## config.mk

```make
export PLATFORM = sky130hd
export DESIGN_NAME = dpl_core
export DESIGN_NICKNAME = d
export VERILOG_FILES = /design/src/core/dpl_pkg.sv /design/src/core/dpl_divider.sv /design/src/core/dpl_core.sv
export VERILOG_INCLUDE_DIRS = /design/src /design/src/core
export SDC_FILE = /design/constraint.sdc
export NUM_CORES = 2
export LEC_CHECK = 0
export BUFFER_PORTS_ARGS = -buffer_cell sky130_fd_sc_hd__buf_2
export CAP_MARGIN = 5
export CORE_MARGIN = 1
export CORE_UTILIZATION = 49
export DETAILED_ROUTE_END_ITERATION = 7
export PLACE_DENSITY = 0.62
export SETUP_SLACK_MARGIN = 0.2
export SLEW_MARGIN = 20
export SYNTH_ARGS = -nofsm -noshare
export SYNTH_HDL_FRONTEND = slang
export SYNTH_SLANG_ARGS = --single-unit
```

## constraint.sdc

```tcl
create_clock -name pclk -period 18.2 [get_ports pclk]
set_clock_uncertainty 0.2 [all_clocks]
set_input_delay 3.64 -clock pclk [delete_from_list [all_inputs] [get_ports pclk]]
set_output_delay 3.64 -clock pclk [all_outputs]
set_load 0.005 [all_outputs]
```

## src/core/dpl_map.svh

```systemverilog
`ifndef DPL_MAP_SVH
`define DPL_MAP_SVH

// Register byte offsets
`define DPL_OFF_CTRL 8'h00
`define DPL_OFF_REF_DIV 8'h04
`define DPL_OFF_FB_DIV 8'h08
`define DPL_OFF_GAIN 8'h0C
`define DPL_OFF_STATUS 8'h10
`define DPL_OFF_PHASE 8'h14
`define DPL_OFF_TUNE 8'h18

// Control register fields
`define DPL_CTRL_REF_FALL 0
`define DPL_CTRL_REF_HALF 1
`define DPL_CTRL_FB_FALL 2
`define DPL_CTRL_FB_HALF 3
`define DPL_CTRL_REF_SEL 4
`define DPL_CTRL_APPLY 5
`define DPL_CTRL_EXP_LSB 8

// Gain register fields, four bits each
`define DPL_GAIN_KP_LSB 0
`define DPL_GAIN_KI_LSB 4
`define DPL_GAIN_POLE_LSB 8

// Status register fields
`define DPL_STAT_COARSE 0
`define DPL_STAT_PENDING 1
`define DPL_STAT_PFD_LSB 4
`define DPL_STAT_NEW 8

// Reset values
`define DPL_RST_FLAGS 5'h00
`define DPL_RST_EXP 5'h05
`define DPL_RST_DIV 16'h0000
`define DPL_RST_GAIN 12'h284

// Loop rate exponent limits
`define DPL_EXP_MIN 5'h05
`define DPL_EXP_MAX 5'h10

// Fine detector range and coarse resolution, as bit counts (log2 of clock cycles)
`define DPL_FINE_W 8
`define DPL_COARSE_SHIFT 2

`endif

```

## src/core/dpl_pkg.sv

```systemverilog
package dpl_pkg;

  // Three-state comparator states
  typedef enum logic [2:0] {
    DPL_PFD_IDLE = 3'b001,
    DPL_PFD_LEAD = 3'b010,
    DPL_PFD_LAG = 3'b100
  } dpl_pfd_t;

endpackage

```

## src/core/dpl_divider.sv

```systemverilog
`timescale 1ns/100ps
`include "dpl_map.svh"

module dpl_divider #(
  parameter int RATIO_W = 16
) (
  // Clock and reset
  input wire logic pclk,
  input wire logic presetn,
  // Synchronised input level
  input wire logic sig_sync,
  // Settings
  input wire logic falling,
  input wire logic halve,
  input wire logic [RATIO_W-1:0] ratio,
  input wire logic restart,
  // Divided output
  output logic div_tick
);

  typedef struct packed {
    logic prev;
    logic [RATIO_W-1:0] cnt;
    logic halv;
    logic tick;
  } dpl_div_st_t;

  dpl_div_st_t st_reg;
  dpl_div_st_t st_next;
  logic edge_seen;

  if (RATIO_W < 2 || RATIO_W > 24) begin : g_chk
    $error("dpl_divider: RATIO_W out of range");
  end

  //////////////////////////////////////////////////////////////////////////
  always_comb begin
    st_next = st_reg;
    st_next.prev = sig_sync;
    st_next.tick = 1'b0;
    edge_seen = falling ? (st_reg.prev & ~sig_sync)
                        : (~st_reg.prev & sig_sync);
    if (restart) begin
      st_next.cnt = '0;
      st_next.halv = 1'b0;
    end else if (edge_seen) begin
      if (st_reg.cnt == ratio) begin
        st_next.cnt = '0;
        st_next.halv = halve ? ~st_reg.halv : 1'b0;
        st_next.tick = ~halve | st_reg.halv;
      end else begin
        st_next.cnt = st_reg.cnt + 1'b1;
      end
    end
  end

  always_ff @(posedge pclk or negedge presetn) begin
    if (!presetn) begin
      st_reg <= '0;
    end else begin
      st_reg <= st_next;
    end
  end

  assign div_tick = st_reg.tick;

endmodule // dpl_divider

```

## src/core/dpl_core.sv

```systemverilog
// The register offsets and the APB register port were left to the implementer.
`timescale 1ns/100ps
`include "dpl_map.svh"

module dpl_core #(
  parameter int ADDR_W = 8,
  parameter int RATIO_W = 16,
  parameter int CNT_W = 20,
  parameter int LF_W = 40,
  parameter int CIC_W = 64,
  parameter int TUNE_W = 32
) (
  // APB clock and reset
  input wire logic pclk,
  input wire logic presetn,
  // APB slave
  input wire logic psel,
  input wire logic penable,
  input wire logic pwrite,
  input wire logic [ADDR_W-1:0] paddr,
  input wire logic [31:0] pwdata,
  output logic [31:0] prdata,
  output logic pready,
  output logic pslverr,
  // Clock pins
  input wire logic reference_input_first,
  input wire logic reference_input_second,
  input wire logic feedback_clock_input,
  // Synthesizer tuning
  output logic [TUNE_W-1:0] tuning_word,
  output logic loop_tick
);

  localparam int PERR_W = CNT_W + 1;

  typedef struct packed {
    logic [1:0] ra_sync;
    logic [1:0] rb_sync;
    logic [1:0] fb_sync;
    logic [RATIO_W-1:0] sh_ref_div;
    logic [RATIO_W-1:0] sh_fb_div;
    logic [RATIO_W-1:0] act_ref_div;
    logic [RATIO_W-1:0] act_fb_div;
    logic [4:0] sh_flags;
    logic [4:0] act_flags;
    logic [4:0] sh_exp;
    logic [4:0] act_exp;
    logic [11:0] gain;
    logic restart;
    dpl_pkg::dpl_pfd_t phase_frequency_comparator;
    logic [CNT_W-1:0] pfd_cnt;
    logic signed [PERR_W-1:0] perr;
    logic perr_new;
    logic coarse_used;
    logic [16:0] rate_cnt;
    logic loop_tick;
    logic signed [LF_W-1:0] lf_integ;
    logic signed [LF_W-1:0] lf_lp;
    logic signed [LF_W+1:0] c1_d;
    logic signed [LF_W+1:0] c2_d;
    logic signed [LF_W+1:0] comb;
    logic cic_go;
    logic signed [CIC_W-1:0] i1;
    logic signed [CIC_W-1:0] i2;
    logic [TUNE_W-1:0] tune;
    logic [31:0] prdata;
  } dpl_core_st_t;

  dpl_core_st_t st_reg;
  dpl_core_st_t st_next;
  logic ref_lvl;
  logic ref_tick;
  logic fb_tick;

  if (RATIO_W != 16 || CNT_W <= `DPL_FINE_W || LF_W < PERR_W + 16
      || CIC_W < LF_W + 19 || TUNE_W > CIC_W || ADDR_W < 5
      || ADDR_W > 32) begin : g_chk
    $error("dpl_core: parameter set not supported");
  end

  //////////////////////////////////////////////////////////////////////////
  // Only the second stage of each pin synchroniser is read here
  assign ref_lvl = st_reg.act_flags[`DPL_CTRL_REF_SEL] ? st_reg.rb_sync[1]
                                                      : st_reg.ra_sync[1];

  dpl_divider #(
    .RATIO_W(RATIO_W)
  ) u_ref_div (
    .pclk(pclk),
    .presetn(presetn),
    .sig_sync(ref_lvl),
    .falling(st_reg.act_flags[`DPL_CTRL_REF_FALL]),
    .halve(st_reg.act_flags[`DPL_CTRL_REF_HALF]),
    .ratio(st_reg.act_ref_div),
    .restart(st_reg.restart),
    .div_tick(ref_tick)
  );

  dpl_divider #(
    .RATIO_W(RATIO_W)
  ) u_fb_div (
    .pclk(pclk),
    .presetn(presetn),
    .sig_sync(st_reg.fb_sync[1]),
    .falling(st_reg.act_flags[`DPL_CTRL_FB_FALL]),
    .halve(st_reg.act_flags[`DPL_CTRL_FB_HALF]),
    .ratio(st_reg.act_fb_div),
    .restart(st_reg.restart),
    .div_tick(fb_tick)
  );

  //////////////////////////////////////////////////////////////////////////
  always_comb begin
    logic emit;
    logic fine_ovf;
    logic [CNT_W-1:0] mag;
    logic signed [PERR_W-1:0] meas;
    logic tick;
    logic signed [LF_W-1:0] err;
    logic signed [LF_W-1:0] raw;
    logic signed [LF_W+1:0] c1;
    logic signed [LF_W+1:0] c2;
    logic signed [CIC_W-1:0] cin;
    logic wr;
    logic [ADDR_W-1:0] a;
    logic [4:0] wexp;
    emit = 1'b0;
    fine_ovf = 1'b0;
    mag = '0;
    meas = '0;
    tick = 1'b0;
    err = '0;
    raw = '0;
    c1 = '0;
    c2 = '0;
    cin = '0;
    wr = psel & penable & pwrite;
    a = paddr;
    wexp = pwdata[`DPL_CTRL_EXP_LSB +: 5];
    st_next = st_reg;
    st_next.ra_sync = {st_reg.ra_sync[0], reference_input_first};
    st_next.rb_sync = {st_reg.rb_sync[0], reference_input_second};
    st_next.fb_sync = {st_reg.fb_sync[0], feedback_clock_input};
    st_next.restart = 1'b0;

    // Three-state comparator; pulse width counted in clock cycles
    // Concurrent pulse measurement
    case (st_reg.phase_frequency_comparator)
      dpl_pkg::DPL_PFD_IDLE: begin
        if (ref_tick && fb_tick) begin
          emit = 1'b1;
        end else if (ref_tick) begin
          st_next.phase_frequency_comparator = dpl_pkg::DPL_PFD_LEAD;
          st_next.pfd_cnt = CNT_W'(1);
        end else if (fb_tick) begin
          st_next.phase_frequency_comparator = dpl_pkg::DPL_PFD_LAG;
          st_next.pfd_cnt = CNT_W'(1);
        end
      end
      dpl_pkg::DPL_PFD_LEAD, dpl_pkg::DPL_PFD_LAG: begin
        if ((st_reg.phase_frequency_comparator == dpl_pkg::DPL_PFD_LEAD) ? fb_tick : ref_tick) begin
          emit = 1'b1;
          st_next.phase_frequency_comparator = dpl_pkg::DPL_PFD_IDLE;
        end else if (~&st_reg.pfd_cnt) begin
          st_next.pfd_cnt = st_reg.pfd_cnt + 1'b1;
        end
      end
      default: begin
        st_next.phase_frequency_comparator = dpl_pkg::DPL_PFD_IDLE;
      end
    endcase

    // Fine range is narrow but exact; coarse spans the full count
    // Fine unless out of range
    fine_ovf = (st_reg.phase_frequency_comparator != dpl_pkg::DPL_PFD_IDLE)
               & (|st_reg.pfd_cnt[CNT_W-1:`DPL_FINE_W]);
    mag = fine_ovf ? {st_reg.pfd_cnt[CNT_W-1:`DPL_COARSE_SHIFT],
                      `DPL_COARSE_SHIFT'(0)}
                   : st_reg.pfd_cnt;
    if (st_reg.phase_frequency_comparator == dpl_pkg::DPL_PFD_IDLE) begin
      meas = '0;
    end else if (st_reg.phase_frequency_comparator == dpl_pkg::DPL_PFD_LEAD) begin
      meas = $signed({1'b0, mag});
    end else begin
      meas = -$signed({1'b0, mag});
    end

    if (st_reg.rate_cnt == (17'h0_0001 << st_reg.act_exp) - 17'h0_0001) begin
      tick = 1'b1;
      st_next.rate_cnt = '0;
    end else begin
      st_next.rate_cnt = st_reg.rate_cnt + 17'h0_0001;
    end
    st_next.loop_tick = tick;

    if (tick) begin
      err = st_reg.perr_new ? LF_W'(st_reg.perr) : '0;
      st_next.perr_new = 1'b0;
    end
    if (emit) begin
      st_next.perr = meas;
      st_next.coarse_used = fine_ovf;
      st_next.perr_new = 1'b1;
    end

    // Proportional-integral path with one pole behind it
    // Second-order loop filter
    if (tick) begin
      st_next.lf_integ = st_reg.lf_integ
                         + (err <<< st_reg.gain[`DPL_GAIN_KI_LSB +: 4]);
      raw = st_next.lf_integ + (err <<< st_reg.gain[`DPL_GAIN_KP_LSB +: 4]);
      st_next.lf_lp = st_reg.lf_lp + ((raw - st_reg.lf_lp)
                      >>> st_reg.gain[`DPL_GAIN_POLE_LSB +: 4]);
    end

    // Two combs at loop rate, two integrators at sample rate
    // Comb-integrator interpolation
    st_next.cic_go = st_reg.loop_tick;
    if (st_reg.loop_tick) begin
      c1 = (LF_W+2)'(st_reg.lf_lp) - st_reg.c1_d;
      c2 = c1 - st_reg.c2_d;
      st_next.c1_d = (LF_W+2)'(st_reg.lf_lp);
      st_next.c2_d = c1;
      st_next.comb = c2;
    end
    cin = st_reg.cic_go ? CIC_W'(st_reg.comb) : '0;
    st_next.i1 = st_reg.i1 + cin;
    st_next.i2 = st_reg.i2 + st_reg.i1;
    // Zero stuffing leaves a gain of 2**exp, removed here
    st_next.tune = TUNE_W'(st_reg.i2 >>> st_reg.act_exp);

    // APB read data is captured in the setup cycle
    if (psel && !penable) begin
      st_next.prdata = 32'h0000_0000;
      case (a)
        ADDR_W'(`DPL_OFF_CTRL): begin
          st_next.prdata[4:0] = st_reg.sh_flags;
          st_next.prdata[`DPL_CTRL_EXP_LSB +: 5] = st_reg.sh_exp;
        end
        ADDR_W'(`DPL_OFF_REF_DIV):
          st_next.prdata[RATIO_W-1:0] = st_reg.sh_ref_div;
        ADDR_W'(`DPL_OFF_FB_DIV):
          st_next.prdata[RATIO_W-1:0] = st_reg.sh_fb_div;
        ADDR_W'(`DPL_OFF_GAIN): st_next.prdata[11:0] = st_reg.gain;
        ADDR_W'(`DPL_OFF_STATUS): begin
          st_next.prdata[`DPL_STAT_COARSE] = st_reg.coarse_used;
          st_next.prdata[`DPL_STAT_PENDING] =
            (st_reg.sh_flags != st_reg.act_flags)
            || (st_reg.sh_exp != st_reg.act_exp)
            || (st_reg.sh_ref_div != st_reg.act_ref_div)
            || (st_reg.sh_fb_div != st_reg.act_fb_div);
          st_next.prdata[`DPL_STAT_PFD_LSB +: 3] = st_reg.phase_frequency_comparator;
          st_next.prdata[`DPL_STAT_NEW] = st_reg.perr_new;
        end
        ADDR_W'(`DPL_OFF_PHASE): st_next.prdata = 32'(st_reg.perr);
        ADDR_W'(`DPL_OFF_TUNE): st_next.prdata = 32'(st_reg.tune);
        default: st_next.prdata = 32'h0000_0000;
      endcase
    end

    // Control and divider writes land in shadow settings until an apply; gain writes take effect at once
    if (wr) begin
      case (a)
        ADDR_W'(`DPL_OFF_CTRL): begin
          st_next.sh_flags = pwdata[4:0];
          // Out-of-range exponents are clamped to the legal span
          // Exponent limits
          if (wexp < `DPL_EXP_MIN) begin
            st_next.sh_exp = `DPL_EXP_MIN;
          end else if (wexp > `DPL_EXP_MAX) begin
            st_next.sh_exp = `DPL_EXP_MAX;
          end else begin
            st_next.sh_exp = wexp;
          end
        end
        ADDR_W'(`DPL_OFF_REF_DIV): st_next.sh_ref_div = pwdata[RATIO_W-1:0];
        ADDR_W'(`DPL_OFF_FB_DIV): st_next.sh_fb_div = pwdata[RATIO_W-1:0];
        ADDR_W'(`DPL_OFF_GAIN): st_next.gain = pwdata[11:0];
        default: st_next.gain = st_reg.gain;
      endcase
    end

    // Apply copies every shadow at once and restarts all counters
    // Apply with clean restart
    if (wr && a == ADDR_W'(`DPL_OFF_CTRL) && pwdata[`DPL_CTRL_APPLY]) begin
      st_next.act_flags = st_next.sh_flags;
      st_next.act_exp = st_next.sh_exp;
      st_next.act_ref_div = st_next.sh_ref_div;
      st_next.act_fb_div = st_next.sh_fb_div;
      st_next.restart = 1'b1;
    end
    if (st_reg.restart) begin
      st_next.phase_frequency_comparator = dpl_pkg::DPL_PFD_IDLE;
      st_next.pfd_cnt = '0;
      st_next.perr_new = 1'b0;
      st_next.rate_cnt = '0;
      st_next.loop_tick = 1'b0;
      st_next.cic_go = 1'b0;
      st_next.c1_d = '0;
      st_next.c2_d = '0;
      st_next.i1 = '0;
      st_next.i2 = '0;
      st_next.lf_integ = '0;
      st_next.lf_lp = '0;
    end
  end

  always_ff @(posedge pclk or negedge presetn) begin
    if (!presetn) begin
      st_reg <= '0;
      st_reg.phase_frequency_comparator <= dpl_pkg::DPL_PFD_IDLE;
      st_reg.sh_flags <= `DPL_RST_FLAGS;
      st_reg.act_flags <= `DPL_RST_FLAGS;
      st_reg.sh_exp <= `DPL_RST_EXP;
      st_reg.act_exp <= `DPL_RST_EXP;
      st_reg.sh_ref_div <= `DPL_RST_DIV;
      st_reg.act_ref_div <= `DPL_RST_DIV;
      st_reg.sh_fb_div <= `DPL_RST_DIV;
      st_reg.act_fb_div <= `DPL_RST_DIV;
      st_reg.gain <= `DPL_RST_GAIN;
    end else begin
      st_reg <= st_next;
    end
  end

  //////////////////////////////////////////////////////////////////////////
  // Zero wait states: every access completes in its first access cycle
  assign pready = 1'b1;
  assign pslverr = psel & penable
                   & (paddr != ADDR_W'(`DPL_OFF_CTRL))
                   & (paddr != ADDR_W'(`DPL_OFF_REF_DIV))
                   & (paddr != ADDR_W'(`DPL_OFF_FB_DIV))
                   & (paddr != ADDR_W'(`DPL_OFF_GAIN))
                   & (paddr != ADDR_W'(`DPL_OFF_STATUS))
                   & (paddr != ADDR_W'(`DPL_OFF_PHASE))
                   & (paddr != ADDR_W'(`DPL_OFF_TUNE));
  assign prdata = st_reg.prdata;
  assign tuning_word = st_reg.tune;
  assign loop_tick = st_reg.loop_tick;

endmodule // dpl_core

```

After elaboration in Yosys (flattened, before gate mapping)

Index checks and enable logic that the tools add are counted.

Register bits after elaboration: 604
Output and inout bits: 67

Add/subtract/negate cells: 14
Equal/unequal tests: 28
Multiplexer cells: 63
Reduce and logical (&&, ||, !) cells: 26
Bitwise logic cells: 24
Shift operators: 5
Magnitude comparators: 2

Operators with widths:

| cell                                                            | number |
|---|---|
| 182-bit 2-to-1 mux                                              | 1 |
| 129-bit 2-to-1 mux                                              | 1 |
| 64-bit adder                                                    | 2 |
| 126-bit 2-to-1 mux                                              | 1 |
| 40-bit adder                                                    | 3 |
| 23-bit 2-to-1 mux                                               | 4 |
| 40-bit 2-to-1 mux                                               | 2 |
| 80-bit 2-to-1 mux                                               | 1 |
| 40-bit by 4-bit <<< shifter with 40-bit output                  | 2 |
| 16-bit 2-to-1 mux                                               | 4 |
| 64-bit 2-to-1 mux                                               | 1 |
| 64-bit by 5-bit >>> shifter with 32-bit output                  | 1 |
| 17-bit 2-to-1 mux                                               | 3 |
| 21-bit 2-to-1 mux                                               | 2 |
| 40-bit by 42-bit subtractor with 42-bit output                  | 1 |
| 42-bit subtractor                                               | 1 |
| 20-bit 2-to-1 mux                                               | 2 |
| 20-bit one-hot mux with 2 select lines                          | 1 |
| 40-bit by 4-bit >>> shifter with 40-bit output                  | 1 |
| 40-bit subtractor                                               | 1 |
| 18-bit 2-to-1 mux                                               | 2 |
| 16-bit by 1-bit adder with 16-bit output, second input constant | 2 |
| 16-bit == test                                                  | 2 |
| 32-bit 2-to-1 mux                                               | 1 |
| 51 further kinds                                                | 120 |

Longest topological paths before layout

Depth in word-level cells: 13
Gate-level depth with buffers: 58
Depth with buffers taken out: 51

Modules after synthesis

A second synthesis with hierarchy kept.

Cell total of the unflattened synthesis: 5,910
Area total of the unflattened synthesis: 50,692.4 µm²

By module, submodules not included:

| module      | area each (µm²) | times used | cells each | sequential area each (µm²) |
|---|---|---|---|---|
| dpl_core    | 48,049.8        | 1          | 5,596      | 14,073.5 |
| dpl_divider | 1,321.3         | 2          | 157        | 475.5 |

Worst setup path after synthesis

No wires, ideal clock.

Path type: register to register
Start: register st_reg[476] (netlist bit)
End: register st_reg[358] (netlist bit)
Data arrival time: 12.040 ns
Setup slack: 5.882 ns
Data required time: 17.922 ns
Library setup time: 0.078 ns
Cell stages (with the launch flop): 56
Path through: dfstp_2 > clkbuf_1 > buf_1 > clkbuf_1 > clkbuf_1 > nand3b_1 > ha_1 > clkbuf_1 > nor3_1 > mux2i_1 > o21ai_0 > xor2_1 > nor4_1 > and4bb_1 > nand2_1 > or3_1 > nor3_1 > ha_1 > [20 not listed] > a221o_1 > a21oi_4 > xnor2_2 > a31oi_1 > a221oi_1 > ha_1 > clkbuf_1 > a21o_1 > a21o_1 > a21o_1 > a21o_1 > a21o_1 > a21oi_1 > nand2_1 > o31ai_1 > xnor3_1 > or3_1 > a21oi_1

Word-level cells in the longest chain between the ends: 13
Elaborated cells on any way between the ends: 15
Those cells by class: 5 x add/sub; 1 x eq/ne; 4 x shift; 4 x mux; 1 x reduce/logical

RTL lines:

| element                                         | line            | RTL |
|---|---|---|
| start, declared                                 | dpl_core.sv:69  | `dpl_core_st_t st_reg;` |
| start signal, assigned                          | dpl_core.sv:322 | `st_reg <= st_next;` |
| 1-bit by 5-bit left shift with 17-bit output *  | dpl_core.sv:188 | `if (st_reg.rate_cnt == (17'h0_0001 << st_reg.act_exp) - 17'h0_0001) begin` |
| 17-bit by 1-bit subtractor with 17-bit output * | dpl_core.sv:188 |  |
| 17-bit == test *                                | dpl_core.sv:188 |  |
| 1-bit 2-to-1 mux *                              | dpl_core.sv:188 |  |
| 40-bit 2-to-1 mux                               | dpl_core.sv:196 | `if (tick) begin` |
| 40-bit by 4-bit <<< shifter with 40-bit output  | dpl_core.sv:210 | `` + (err <<< st_reg.gain[`DPL_GAIN_KI_LSB +: 4]); `` |
| 40-bit adder                                    | dpl_core.sv:209 | `st_next.lf_integ = st_reg.lf_integ` |
| 40-bit adder                                    | dpl_core.sv:211 | `` raw = st_next.lf_integ + (err <<< st_reg.gain[`DPL_GAIN_KP_LSB +: 4]); `` |
| 40-bit subtractor                               | dpl_core.sv:212 | `st_next.lf_lp = st_reg.lf_lp + ((raw - st_reg.lf_lp)` |
| 40-bit by 4-bit >>> shifter with 40-bit output  | dpl_core.sv:212 |  |
| 40-bit adder                                    | dpl_core.sv:212 |  |
| 80-bit 2-to-1 mux                               | dpl_core.sv:208 | `if (tick) begin` |
| 182-bit 2-to-1 mux                              | dpl_core.sv:292 | `if (st_reg.restart) begin` |

Every way passes the cells marked *; elsewhere a longest branch is shown, timed or not. The select of a mux whose other input is x is not followed.
A chain may end at the register's enable or synchronous reset.

Worst setup path after layout

Start: register st_reg[477] (netlist bit)
End: register st_reg[358] (netlist bit)

The elaborated chain is that of the path after synthesis.

==> out/results.ini <==
[route]
drt_iter0_drc = 3666
num_vias = 43109
avgViaCountPerCell = 5.96
routedWlPerCell_um = 19.8
route.detailed.drc = 0
drt_first_pass_iters = 6
detail-route-antenna-nets = 0
routed_wirelength_mm = 143

[clock_network]
cts-hold-fix-buffers = 0
clk_latency_ps = 650
cts_tree = built
clockBufferDepth = 3
cts.sinks = 600
cts.clk_slew.worst_paths_ps = 60
root_buffer = clkbuf_16
cts_made_buffers = 73
cts_max_level = 3
cts_resized = 0
cts_setup_buffers = 0

[final_layout]
fin_util_pct = 53.0
fin_nets = 6234
layout_common_cells = nand2_1 (643), nor2_1 (605), dfrtp_1 (587)
largest_reg_flops = 494
drive_gt1_share_pct = 8.51
final_cells = 7237
layout_commonest_cell = nand2_1
final_area_mm2 = 0.0540
syn2layout_area_growth_pct = 7.17

[floorplanning]
dieArea_mm2 = 0.104
fp.dieW_um = 323
floorplan.initialDensity_pct = 49.5
rows = 117
pin_count = 115
fp.dieH_um = 323
coreArea_mm2 = 0.102

[sta]
timing.setup.tns_ps = 0
final_hold_viol_count = 0
fmax_ghz = 0.0675
finalWorstSetupSlack_ps = 3390
report.final.slew_viol_count = 0
setup_viol_count_final = 0
holdWs_ps = 152
fin_crit_sh_pct = 81.4
rsz0062_at_grt = no
timing.slew.headroom_pct = 24.5
period_needed_ps = 14810
tightest_slew_ps = 1130

[hold_path]
min_from = st_next[561]
holdPathEnd = st_reg[561]
min_path_cells = 0
hold_class = reg -> reg

[setup_path]
reg2reg_depth = 50
cp-end-kind = register
r2r_slack_ps = 3390
worstPathRequired_ps = 18560
crit_path_max_incr_delay_ps = 730
slowest_stage = buf_4
critical_path_class = reg -> reg
arrival_ps = 15170
startpoint_type = register
critPathMostFrequentCell = a21o_1
path_max_fanout = 79
rr_endpoint = st_reg[358]
r2r_start = st_reg[477]

[logic_synthesis]
synth_xor_area_share_pct = 7.30
yosys.area_share.simple_pct = 17.2
synth-adder-area-share_pct = 10.0
synth_area_mm2 = 0.0504
synth_flop_cell = dfrtp_1
yosysWarningCount = 0
ys_top_cells_by_area = dfrtp_1 (29%), ha_1 (8.3%), mux2i_1 (5.8%)
synth_mux_area_share_pct = 10.6
synth_edf_count = 0
syn_nets = 6366
synth_top_family_by_area = compound AO/OA/AOI/OAI gates
seq_area_frac_synth_pct = 29.8
synth.distinct_cells = 98
synthCells = 5940
yosys.area.top_type = dfrtp_1
ys_ff_latch = 600
synth_top_area_share_pct = 29.4
synth_area_per_cell_um2 = 8.49
synth_compound_area_share_pct = 20.2
async_flop_share_pct = 100

[run]
cap_violations = 0

[grt]
gr-total-overflow = 0
grtUsageTotal_pct = 27.3
grt_first_pass_wirelength_mm = 228
grt_antenna_before_repair = 1
grt_max_degree = 178
grt_pass1_vias = 40649

[power_and_ir_drop]
internal-power_mw = 6.33
p_sw_mw = 6.08
p_per_area_mw_per_mm2 = 230
p_total_mw = 12.4
peakVddDrop_v = 0.000133
p_comb_share_pct = 68.9
p_clk_share_pct = 12.5
p_leak_nw = 25.8
p_seq_share_pct = 18.6
swShare_pct = 49.0

[place]
gp_congestion = 0.904
hpwlAfterDp_mm = 107
io_buffer_count = 97
dp.cells = 7100
dp_slack_ps = 3640
place_area_mm2 = 0.0515

[status]
outcome = complete, no violations

==> cell type report <==
cell class	count	area, um^2
fillers	9550	47800
diodes	2	5.00
clock buffers	106	2120
flip-flops and latches	600	15000
repair buffers	145	913
clock inverters	28	394
multi-input cells	4758	33000
inverters	230	863
well taps	1368	1710
==> per-layer routing <==
metal | part of all wire (%) | global-route usage, %
met4 | 2.9 | 8.68
met2 | 44 | 42.1
met3 | 5.4 | 3.51
met1 | 48 | 39.7
met5 | 0 | 0
==> worst max-delay path by stage <==
stage / from / to / slack, ps
4_1_cts: st_reg[477] / st_reg[358] / 3560
5_1_grt: st_reg[477] / st_reg[358] / 2400
3_3_place_gp: st_reg[477] / st_reg[358] / 3730
3_5_place_dp: st_reg[477] / st_reg[358] / 3640
6_report: st_reg[477] / st_reg[358] / 3390
2_1_floorplan: st_reg[476] / st_reg[358] / 5880
==> power groups by stage <==
| stage | Sequential, mW | Clock, mW | Combinational, mW |
|---|---|---|---|
| global placement | 2.31 | 0 | 8.38 |
| detailed placement | 2.32 | 0 | 8.43 |
| floorplan | 2.05 | 0 | 6.75 |
| global route | 2.36 | 1.63 | 9.55 |
| CTS | 2.30 | 1.58 | 8.50 |
| finish | 2.31 | 1.55 | 8.55 |
==> cells by family after synthesis <==
family,count (synthesis)
DFF,600
buffers and inverters,582
AOI/OAI and AO/OA,1601
xor gates and xnor gates,418
adders and majority gates,378
other,1
muxes,458
and+or+nand+nor,1902
==> Yosys cell counts, drive strengths merged, types with 88 or more instances <==
| library cell | count |
|---|---|
| inv | 226 |
| o21ai | 371 |
| and2 | 88 |
| mux2 | 114 |
| buf | 130 |
| a21oi | 478 |
| nand3 | 117 |
| dfrtp | 592 |
| and3 | 90 |
| xnor2 | 230 |
| ha | 333 |
| nor2 | 607 |
| mux2i | 294 |
| clkbuf | 222 |
| a21o | 203 |
| nand2 | 644 |
| xor2 | 187 |
==> critical path, delay by kind of cell (launching register included) <==
| family | cells | cell delay [ps] |
|---|---|---|
| AOI/OAI and AO/OA | 25 | 5760 |
| and+or+nand+nor | 12 | 3300 |
| adders and majority gates | 6 | 2520 |
| buffers and inverters | 3 | 1360 |
| xor gates and xnor gates | 4 | 940 |
| DFF | 1 | 490 |
Power figures use the tool's default switching activity.
